**config.mk**
```make
export PLATFORM = sky130hd
export DESIGN_NAME = vfp_packet_framer
export DESIGN_NICKNAME = d
export VERILOG_FILES = /design/src/shared/vfp_pkg.sv /design/src/rtl/vfp_packet_framer.sv
export VERILOG_INCLUDE_DIRS = /design/src /design/src/shared
export SDC_FILE = /design/constraint.sdc
export NUM_CORES = 1
export LEC_CHECK = 0
export ABC_CLOCK_PERIOD_IN_PS = 12000
export BUFFER_PORTS_ARGS = -buffer_cell sky130_fd_sc_hd__buf_2
export CAP_MARGIN = 10
export CORE_ASPECT_RATIO = 1.75
export CORE_MARGIN = 2
export CORE_UTILIZATION = 62
export CTS_CLUSTER_DIAMETER = 80
export DETAILED_ROUTE_END_ITERATION = 10
export PLACE_DENSITY = 0.87
export SLEW_MARGIN = 20
export SYNTH_ARGS = -nofsm -noshare
export SYNTH_HDL_FRONTEND = slang
export SYNTH_SLANG_ARGS = --single-unit
```
**constraint.sdc**
```tcl
create_clock -name sys_clk -period 12 [get_ports sys_clk]
set_clock_uncertainty 0.1 [all_clocks]
set_input_delay 0.6 -clock sys_clk [delete_from_list [all_inputs] [get_ports sys_clk]]
set_output_delay 0.6 -clock sys_clk [all_outputs]
set_load 0.03 [all_outputs]
```
**src/shared/vfp_regs.svh**
```systemverilog
`ifndef VFP_REGS_SVH
`define VFP_REGS_SVH
// How it works
// - body opens with the descriptor word, then optionally tagged units.
// - descriptor bits 31 to 27 stay reserved.
// - bit 26 picks audio coding, 0 layer audio, 1 advanced audio.
// - bits 25 to 22 carry the video tier code, level 1 to 5.1.
// - bit 21 is set when key-length-value metadata rides in the stream.
// - bit 20 is set when the stream clock follows the relative counter.
// - the 27 MHz stream clock is slaved to the relative counter ticks.
// - stream clock value is 33-bit base times 300 plus 9-bit extension.
// - bit 19 is set when every unit gets a time tag.
// - bits 18 to 15 carry the video profile code, above 0110 reserved.
// - bit 14 is set when embedded time is in the video data.
// - bit 13 is 0 for constant rate and 1 for variable rate.
// - bit 12 is 0 for transport stream and 1 for program stream.
// - bits 11 to 0 hold the binary unit count of the body.
// - only whole units per packet; unknown count is written as zero.
// - a 64-bit tag precedes each unit, low word first, then high word.
// - counter mode tag holds 48-bit counter, high 16 bits zero.
// - absolute mode tag holds absolute time in the selected format.

`define VFP_OFF_CTRL      8'h00
`define VFP_OFF_DESC_CFG  8'h04
`define VFP_OFF_UNITS     8'h08
`define VFP_OFF_STATUS    8'h0C
`define VFP_OFF_SCR_LO    8'h10
`define VFP_OFF_SCR_HI    8'h14
`define VFP_OFF_PKT_CNT   8'h18

`define VFP_CTRL_ENABLE   0
`define VFP_CTRL_HDR_EN   1
`define VFP_CTRL_ABS_SEL  2
`define VFP_CTRL_FMT_LO   3
`define VFP_CTRL_FMT_HI   4
`define VFP_CTRL_SCR_EN   5

`define VFP_DESC_RSV_HI   31
`define VFP_DESC_RSV_LO   27
`define VFP_DESC_AUDIO    26
`define VFP_DESC_TIER_HI  25
`define VFP_DESC_TIER_LO  22
`define VFP_DESC_META     21
`define VFP_DESC_LOCK     20
`define VFP_DESC_HDR      19
`define VFP_DESC_PROF_HI  18
`define VFP_DESC_PROF_LO  15
`define VFP_DESC_EMB      14
`define VFP_DESC_RATE     13
`define VFP_DESC_KIND     12
`define VFP_DESC_CNT_HI   11
`define VFP_DESC_CNT_LO   0

`define VFP_DESC_CFG_MASK 32'h07E7_F000
`define VFP_PROF_MAX      4'h6
`define VFP_PROF_SAFE     4'h0
`define VFP_STAT_RSVPROF  5

`define VFP_SCR_EXT_MOD   9'h12C
`define VFP_SCR_FRAC_ADD  6'h1B
`define VFP_SCR_FRAC_DIV  6'h0A
`define VFP_SCR_FRAC_TOP  6'h1E
`endif

```
**src/shared/vfp_pkg.sv**
```systemverilog
package vfp_pkg;
  typedef enum logic [5:0] {
    ST_IDLE  = 6'h01,
    ST_DESC  = 6'h02,
    ST_TAGLO = 6'h04,
    ST_TAGHI = 6'h08,
    ST_UNIT  = 6'h10,
    ST_GAP   = 6'h20
  } vfp_state_type;
endpackage : vfp_pkg

```
**src/rtl/vfp_packet_framer.sv**
```systemverilog
`timescale 1ns/1ps
`include "vfp_regs.svh"
module vfp_packet_framer
  import vfp_pkg::*;
#(
  parameter int DATA_W = 32,
  parameter int CNT_W  = 12
) (
  input  wire logic              sys_clk,
  input  wire logic              rst_n,
  input  wire logic              psel,
  input  wire logic              penable,
  input  wire logic              pwrite,
  input  wire logic [7:0]        paddr,
  input  wire logic [31:0]       pwdata,
  output logic [31:0]            prdata,
  output logic                   pready,
  output logic                   pslverr,
  input  wire logic              unitValid,
  output logic                   unitReady,
  input  wire logic [DATA_W-1:0] unitData,
  input  wire logic              unitLast,
  input  wire logic              unitPktEnd,
  output logic                   bodyValid,
  input  wire logic              bodyReady,
  output logic [DATA_W-1:0]      bodyData,
  output logic                   bodyFirst,
  output logic                   bodyLast,
  input  wire logic              rtcTick,
  input  wire logic [47:0]       rtcTime,
  input  wire logic [63:0]       absTime,
  output logic                   absTimeSel,
  output logic [1:0]             timeFormat,
  output logic [32:0]            scrBase,
  output logic [8:0]             scrExt,
  output logic [41:0]            scrValue
);

  vfp_state_type     state_ff;
  vfp_state_type     nxt_state;
  logic [5:0]        ctrl_ff;
  logic [31:0]       descCfg_ff;
  logic [CNT_W-1:0]  unitsCfg_ff;
  logic [CNT_W-1:0]  pktUnits_ff;
  logic [CNT_W-1:0]  unitsDone_ff;
  logic [31:0]       pktCount_ff;
  logic              rsvProf_ff;
  logic [63:0]       timeLatch_ff;
  logic              outValid_ff;
  logic [DATA_W-1:0] outData_ff;
  logic              outFirst_ff;
  logic              outLast_ff;
  logic [3:0]        frac_ff;
  logic [32:0]       scrBase_ff;
  logic [8:0]        scrExt_ff;
  logic [41:0]       scrValue_ff;

  logic              apbWr;
  logic              canLoad;
  logic              unitTake;
  logic              unitEnd;
  logic              pktEnd;
  logic [3:0]        profSafe;
  logic [31:0]       descWord;
  logic [63:0]       tagNow;
  logic [5:0]        fracSum;
  logic [1:0]        scrInc;
  logic [9:0]        extSum;

  // apb slave, zero wait states
  assign apbWr   = psel && penable && pwrite;
  assign pready  = 1'b1;

  always_comb begin
    pslverr = 1'b0;
    if (psel && penable) begin
      unique case (paddr)
        `VFP_OFF_CTRL, `VFP_OFF_DESC_CFG, `VFP_OFF_UNITS,
        `VFP_OFF_STATUS, `VFP_OFF_SCR_LO, `VFP_OFF_SCR_HI,
        `VFP_OFF_PKT_CNT: pslverr = 1'b0;
        default:          pslverr = 1'b1;
      endcase
    end
  end

  always_ff @(posedge sys_clk or negedge rst_n) begin
    if (!rst_n) begin
      ctrl_ff     <= 6'h00;
      descCfg_ff  <= 32'h0000_0000;
      unitsCfg_ff <= '0;
    end else if (apbWr) begin
      if (paddr == `VFP_OFF_CTRL) begin
        ctrl_ff <= pwdata[5:0];
      end
      if (paddr == `VFP_OFF_DESC_CFG) begin
        descCfg_ff <= pwdata & `VFP_DESC_CFG_MASK;
      end
      if (paddr == `VFP_OFF_UNITS) begin
        unitsCfg_ff <= pwdata[CNT_W-1:0];
      end
    end
  end

  // sticky flag: a new reserved profile write wins over the clear
  always_ff @(posedge sys_clk or negedge rst_n) begin
    if (!rst_n) begin
      rsvProf_ff <= 1'b0;
    end else if (apbWr && paddr == `VFP_OFF_DESC_CFG &&
                 pwdata[`VFP_DESC_PROF_HI:`VFP_DESC_PROF_LO] >
                 `VFP_PROF_MAX) begin
      rsvProf_ff <= 1'b1;
    end else if (apbWr && paddr == `VFP_OFF_STATUS &&
                 pwdata[`VFP_STAT_RSVPROF]) begin
      rsvProf_ff <= 1'b0;
    end
  end

  always_ff @(posedge sys_clk or negedge rst_n) begin
    if (!rst_n) begin
      prdata <= 32'h0000_0000;
    end else if (psel && !penable && !pwrite) begin
      unique case (paddr)
        `VFP_OFF_CTRL:     prdata <= {26'h000_0000, ctrl_ff};
        `VFP_OFF_DESC_CFG: prdata <= descCfg_ff;
        `VFP_OFF_UNITS:    prdata <= {{(32-CNT_W){1'b0}}, unitsCfg_ff};
        `VFP_OFF_STATUS:   prdata <= {4'h0, unitsDone_ff, 10'h000,
                                      rsvProf_ff, 5'h00} |
                                     {26'h000_0000, state_ff};
        `VFP_OFF_SCR_LO:   prdata <= scrValue_ff[31:0];
        `VFP_OFF_SCR_HI:   prdata <= {22'h00_0000, scrValue_ff[41:32]};
        `VFP_OFF_PKT_CNT:  prdata <= pktCount_ff;
        default:           prdata <= 32'h0000_0000;
      endcase
    end
  end

  assign absTimeSel = ctrl_ff[`VFP_CTRL_ABS_SEL];
  assign timeFormat = ctrl_ff[`VFP_CTRL_FMT_HI:`VFP_CTRL_FMT_LO];

  // stream clock slaved to the counter
  // each 10 MHz tick advances the 27 MHz count by 2.7 on average
  assign fracSum = {2'b00, frac_ff} + `VFP_SCR_FRAC_ADD;
  assign scrInc  = (fracSum >= `VFP_SCR_FRAC_TOP) ? 2'd3 : 2'd2;
  assign extSum  = {1'b0, scrExt_ff} + {8'h00, scrInc};

  always_ff @(posedge sys_clk or negedge rst_n) begin
    if (!rst_n) begin
      frac_ff    <= 4'h0;
      scrBase_ff <= '0;
      scrExt_ff  <= 9'h000;
    end else if (ctrl_ff[`VFP_CTRL_SCR_EN] && rtcTick) begin
      frac_ff <= 4'(fracSum - 6'(scrInc) * `VFP_SCR_FRAC_DIV);
      if (extSum >= {1'b0, `VFP_SCR_EXT_MOD}) begin
        scrExt_ff  <= 9'(extSum - {1'b0, `VFP_SCR_EXT_MOD});
        scrBase_ff <= scrBase_ff + 33'd1;
      end else begin
        scrExt_ff <= extSum[8:0];
      end
    end
  end

  always_ff @(posedge sys_clk or negedge rst_n) begin
    if (!rst_n) begin
      scrValue_ff <= '0;
    end else begin
      scrValue_ff <= 42'(scrBase_ff) * 42'd300 + 42'(scrExt_ff);
    end
  end

  assign scrBase  = scrBase_ff;
  assign scrExt   = scrExt_ff;
  assign scrValue = scrValue_ff;

  // descriptor and tag words
  assign profSafe =
    (descCfg_ff[`VFP_DESC_PROF_HI:`VFP_DESC_PROF_LO] > `VFP_PROF_MAX) ?
    `VFP_PROF_SAFE : descCfg_ff[`VFP_DESC_PROF_HI:`VFP_DESC_PROF_LO];

  always_comb begin
    descWord = 32'h0000_0000;
    descWord[`VFP_DESC_AUDIO] = descCfg_ff[`VFP_DESC_AUDIO];
    descWord[`VFP_DESC_TIER_HI:`VFP_DESC_TIER_LO] =
      descCfg_ff[`VFP_DESC_TIER_HI:`VFP_DESC_TIER_LO];
    descWord[`VFP_DESC_META] = descCfg_ff[`VFP_DESC_META];
    descWord[`VFP_DESC_LOCK] = ctrl_ff[`VFP_CTRL_SCR_EN];
    descWord[`VFP_DESC_HDR]  = ctrl_ff[`VFP_CTRL_HDR_EN];
    descWord[`VFP_DESC_PROF_HI:`VFP_DESC_PROF_LO] = profSafe;
    descWord[`VFP_DESC_EMB]  = descCfg_ff[`VFP_DESC_EMB];
    descWord[`VFP_DESC_RATE] = descCfg_ff[`VFP_DESC_RATE];
    descWord[`VFP_DESC_KIND] = descCfg_ff[`VFP_DESC_KIND];
    descWord[`VFP_DESC_CNT_HI:`VFP_DESC_CNT_LO] = pktUnits_ff;
  end

  // time caught when the unit's first word is already waiting
  assign tagNow = absTimeSel ? absTime
                             : {16'h0000, rtcTime};

  always_ff @(posedge sys_clk or negedge rst_n) begin
    if (!rst_n) begin
      timeLatch_ff <= '0;
    end else if ((state_ff == ST_IDLE && ctrl_ff[`VFP_CTRL_ENABLE] ||
                  state_ff == ST_GAP) && unitValid) begin
      timeLatch_ff <= tagNow;
    end
  end

  // framing state machine
  assign canLoad  = !outValid_ff || bodyReady;
  assign unitTake = state_ff == ST_UNIT && unitValid && canLoad;
  assign unitEnd  = unitTake && unitLast;
  // count zero means unknown: the encoder closes the packet
  assign pktEnd   = unitEnd &&
                    ((pktUnits_ff != '0) ?
                     (unitsDone_ff + 1'b1 == pktUnits_ff) :
                     unitPktEnd);
  assign unitReady = state_ff == ST_UNIT && canLoad;

  always_comb begin
    nxt_state = state_ff;
    unique case (state_ff)
      ST_IDLE: begin
        if (ctrl_ff[`VFP_CTRL_ENABLE] && unitValid) begin
          nxt_state = ST_DESC;
        end
      end
      ST_DESC: begin
        if (canLoad) begin
          nxt_state = ctrl_ff[`VFP_CTRL_HDR_EN] ? ST_TAGLO : ST_UNIT;
        end
      end
      ST_TAGLO: begin
        if (canLoad) begin
          nxt_state = ST_TAGHI;
        end
      end
      ST_TAGHI: begin
        if (canLoad) begin
          nxt_state = ST_UNIT;
        end
      end
      ST_UNIT: begin
        if (pktEnd) begin
          nxt_state = ST_IDLE;
        end else if (unitEnd) begin
          nxt_state = ST_GAP;
        end
      end
      ST_GAP: begin
        if (unitValid) begin
          nxt_state = ctrl_ff[`VFP_CTRL_HDR_EN] ? ST_TAGLO : ST_UNIT;
        end
      end
    endcase
  end

  always_ff @(posedge sys_clk or negedge rst_n) begin
    if (!rst_n) begin
      state_ff <= ST_IDLE;
    end else begin
      state_ff <= nxt_state;
    end
  end

  always_ff @(posedge sys_clk or negedge rst_n) begin
    if (!rst_n) begin
      pktUnits_ff  <= '0;
      unitsDone_ff <= '0;
      pktCount_ff  <= 32'h0000_0000;
    end else begin
      if (state_ff == ST_IDLE && nxt_state == ST_DESC) begin
        pktUnits_ff  <= unitsCfg_ff;
        unitsDone_ff <= '0;
      end else if (unitEnd) begin
        unitsDone_ff <= unitsDone_ff + 1'b1;
      end
      if (pktEnd) begin
        pktCount_ff <= pktCount_ff + 32'd1;
      end
    end
  end

  // single output register keeps data outputs on flops
  always_ff @(posedge sys_clk or negedge rst_n) begin
    if (!rst_n) begin
      outValid_ff <= 1'b0;
      outData_ff  <= '0;
      outFirst_ff <= 1'b0;
      outLast_ff  <= 1'b0;
    end else if (canLoad) begin
      outValid_ff <= 1'b0;
      outFirst_ff <= 1'b0;
      outLast_ff  <= 1'b0;
      unique case (state_ff)
        ST_DESC: begin
          outValid_ff <= 1'b1;
          outData_ff  <= descWord;
          outFirst_ff <= 1'b1;
        end
        ST_TAGLO: begin
          outValid_ff <= 1'b1;
          outData_ff  <= timeLatch_ff[31:0];
        end
        ST_TAGHI: begin
          outValid_ff <= 1'b1;
          outData_ff  <= timeLatch_ff[63:32];
        end
        ST_UNIT: begin
          if (unitValid) begin
            outValid_ff <= 1'b1;
            outData_ff  <= unitData;
            outLast_ff  <= pktEnd;
          end
        end
        default: begin
          outValid_ff <= 1'b0;
        end
      endcase
    end
  end

  assign bodyValid = outValid_ff;
  assign bodyData  = outData_ff;
  assign bodyFirst = outFirst_ff;
  assign bodyLast  = outLast_ff;
endmodule : vfp_packet_framer

```
==> impl_metrics.json <==
{
  "via_per_inst": 6.27,
  "netlist_area_sq_um": 20300,
  "worstPathRequired_ns": 12.36,
  "clock_latency_ns": 0.59,
  "die_y_um": 243,
  "dr.pass1.iters": 10,
  "synth_nets": 2506,
  "antenna_found_initial": 9,
  "grt_max_degree": 129,
  "mostFrequentLayoutCells": "buf_2 (341), dfrtp_1 (311), nand2_1 (250)",
  "cp_top_family": "simple AND/OR/NAND/NOR gates",
  "drive_gt1_share_pct": 20.6,
  "finalSetupTns_ns": 0,
  "max-slew-margin-rel_pct": 30.1,
  "track_usage_pct": 35.3,
  "power_w": 0.00304,
  "die_w_um": 141,
  "synth_area_per_cell_sq_um": 9.55,
  "dpl.cell_count": 2775,
  "n_fill_cell": 2328,
  "ant_nets": 0,
  "fmax_ghz": 0.173,
  "drtIter0Drc": 1314,
  "cts_tree": "done",
  "die_area_sq_um": 34300,
  "vias": 17800,
  "area_growth_pct": 14.6,
  "rows": 87,
  "hold_violations": 0,
  "cts.sinks": 313,
  "ir_worst_vdd_uv": 99.8,
  "yosys_warnings": 0,
  "synth_seq_cells": 313,
  "crit_chain": "ha_1 -> ha_1 -> fa_1 -> inv_1 -> fa_1 -> inv_1 -> ha_1 -> and4_1 -> nand3_1 -> nor3_1 -> nor3_1 -> xnor2_1 -> nand4_1 -> nor4_4 -> and2_4 -> nand4_1 -> xor2_1",
  "synth_cell_type_count": 94,
  "stdcell_count": 2836,
  "numCtsBuffers": 30,
  "finalMaxSlewViolations": 0,
  "yosysSeqAreaShare_pct": 38.6,
  "cts_buffer_depth": 3,
  "layout_min_cycle_time_ns": 5.77,
  "worst-path-buf-inv": 2,
  "gp_congestion": 0.947,
  "async_flop_share_pct": 100,
  "htree_levels": 1,
  "crit_top_cell": "ha_1",
  "worstPathMaxFanout": 13,
  "cpPeakStageDelay_ns": 0.54,
  "worst-slew-pin-transition_ns": 1.05,
  "coreArea_sq_um": 32200,
  "synth_edf_count": 0,
  "place.port_buffers": 342,
  "drt-total-wl_um": 61100,
  "crit_arrival_ns": 6.12,
  "leakagePower_nw": 11.0,
  "p_per_area_nw_per_um2": 131,
  "end_kind": "register",
  "ios": 351,
  "status": "complete, no violations",
  "grt_pass1_vias": 17800,
  "final_area_sq_um": 23300,
  "rsz0062_at_grt": "false",
  "synthFlopType": "dfrtp_1",
  "post_drt_wl_per_cell_um": 21.5,
  "grt_overflow": 0,
  "slowest_stage": "fa_1",
  "finalHoldWorstSlack_ns": 0.151,
  "holdCritPathClass": "primary input to register",
  "setup_viol": 0,
  "clk_pin_slew_ns": 0.06,
  "grt_first_pass_wirelength_um": 95200,
  "min_period_over_period_pct": 48.1,
  "nets": 2788,
  "syn_inst": 2126,
  "initial_core_util_pct": 63.0,
  "crit_type": "register to register",
  "crit_path_start_kind": "register",
  "placed_area_sq_um": 22300,
  "drv_cap": 0,
  "post-route-drc-count": 0,
  "final_common_cell": "buf_2",
  "cts_root_buffer": "clkbuf_16",
  "dp_hpwl_um": 46700
}
## layer usage
layer  vias to the layer above  track usage (%)  wire, um
met1                      8670             37.1     20200
met4                         0             26.9      5400
met3                       238             5.74      4460
met2                       801             62.6     31000
li1                       8059                -         -
met5                         -                0         0
## state kept, by name, summed over array words and instances (netlist names)
name	cells
timeLatch_ff	64
frac_ff	4
descCfg_ff	13
bodyFirst	1
ctrl_ff	6
scrExt	9
scrBase	33
bodyValid	1
unitsDone_ff	12
bodyData	32
unitsCfg_ff	12
state_ff	6
pktUnits_ff	12
bodyLast	1
pktCount_ff	32
rsvProf_ff	1
prdata	32
scrValue	42
## repair_timing
item                                   CTS  global route
resized for setup                        0             0
hold buffers                             1             0
setup endpoints to repair                0             0
buffers inserted                         0             0
endpoints found under the hold margin   79             0
## kinds of logic after synthesis
group / count (synthesis) / synth area share [%]
other: 1 / 0.0185
buffers and inverters: 286 / 5.49
AO/OA/AOI/OAI: 428 / 14.2
flip-flops: 313 / 38.6
multiplexers: 105 / 5.47
XOR/XNOR: 158 / 6.86
adder cells (fa/ha/maj): 186 / 13.6
AND/OR/NAND/NOR: 649 / 15.7
## metrics by stage
stage | setup slack [ns] | util, %
after floorplan | 6.73 | -
after global placement | 6.36 | 69.1
after detailed placement | 6.31 | 69.1
after CTS | 6.28 | 72.1
after global routing | 5.90 | 72.2
final | 6.23 | 72.2
## cell usage after synthesis, types with 32 or more instances
library cell | number | area (sq um)
clkbuf_1 | 86 | 323
nand2_1 | 250 | 938
o21ai_0 | 113 | 566
xor2_1 | 32 | 280
dfrtp_1 | 312 | 7810
xnor2_1 | 125 | 1090
fa_1 | 58 | 1160
inv_1 | 177 | 664
nor2_1 | 143 | 537
nand3_1 | 50 | 250
a31oi_1 | 50 | 313
a21oi_1 | 85 | 425
a222oi_1 | 55 | 551
nor3_1 | 35 | 175
ha_1 | 128 | 1600
mux2_2 | 47 | 529
mux2i_1 | 58 | 581
## worst register-to-register path: cells and delay by family (launching register included)
kind | cells | cell delay, ns
flip-flops | 1 | 0.49
AND/OR/NAND/NOR | 8 | 2.20
adder cells (fa/ha/maj) | 5 | 2.17
XOR/XNOR | 2 | 0.58
buffers and inverters | 2 | 0.09
## report_power, final
| group | internal (W) | switching (W) |
|---|---|---|
| Sequential | 0.00123 | 0.000121 |
| Clock | 0.000533 | 0.000411 |
| Combinational | 0.000240 | 0.000506 |
| Total | 0.00200 | 0.00104 |
## layout make-up
type	count	area, sq um	area share [%]
Inverter	177	664	2.86
Tap cell	400	500	2.15
Clock buffer	43	850	3.65
Clock inverter	8	113	0.484
Antenna cell	9	22.5	0.0968
Sequential cell	313	7840	33.7
Timing Repair Buffer	359	1860	8.01
Multi-Input combinational cell	1527	11400	49.1
## path summary, 6_finish.rpt
kind                        startpoint          endpoint  slack [ns]  cells past startpoint
setup / recovery           scrBase[11]      scrValue[41]        6.23                     17
hold / removal              pwdata[26]    descCfg_ff[26]        0.15                      2
setup reg to reg           scrBase[11]      scrValue[41]        6.23                     17
hold reg to reg              scrExt[0]       scrValue[0]        0.34                      0
max in group asynchronous        rst_n       state_ff[4]        9.99                      3
min in group asynchronous        rst_n  timeLatch_ff[10]        0.50                      2
Power figures use the tool's default switching activity.
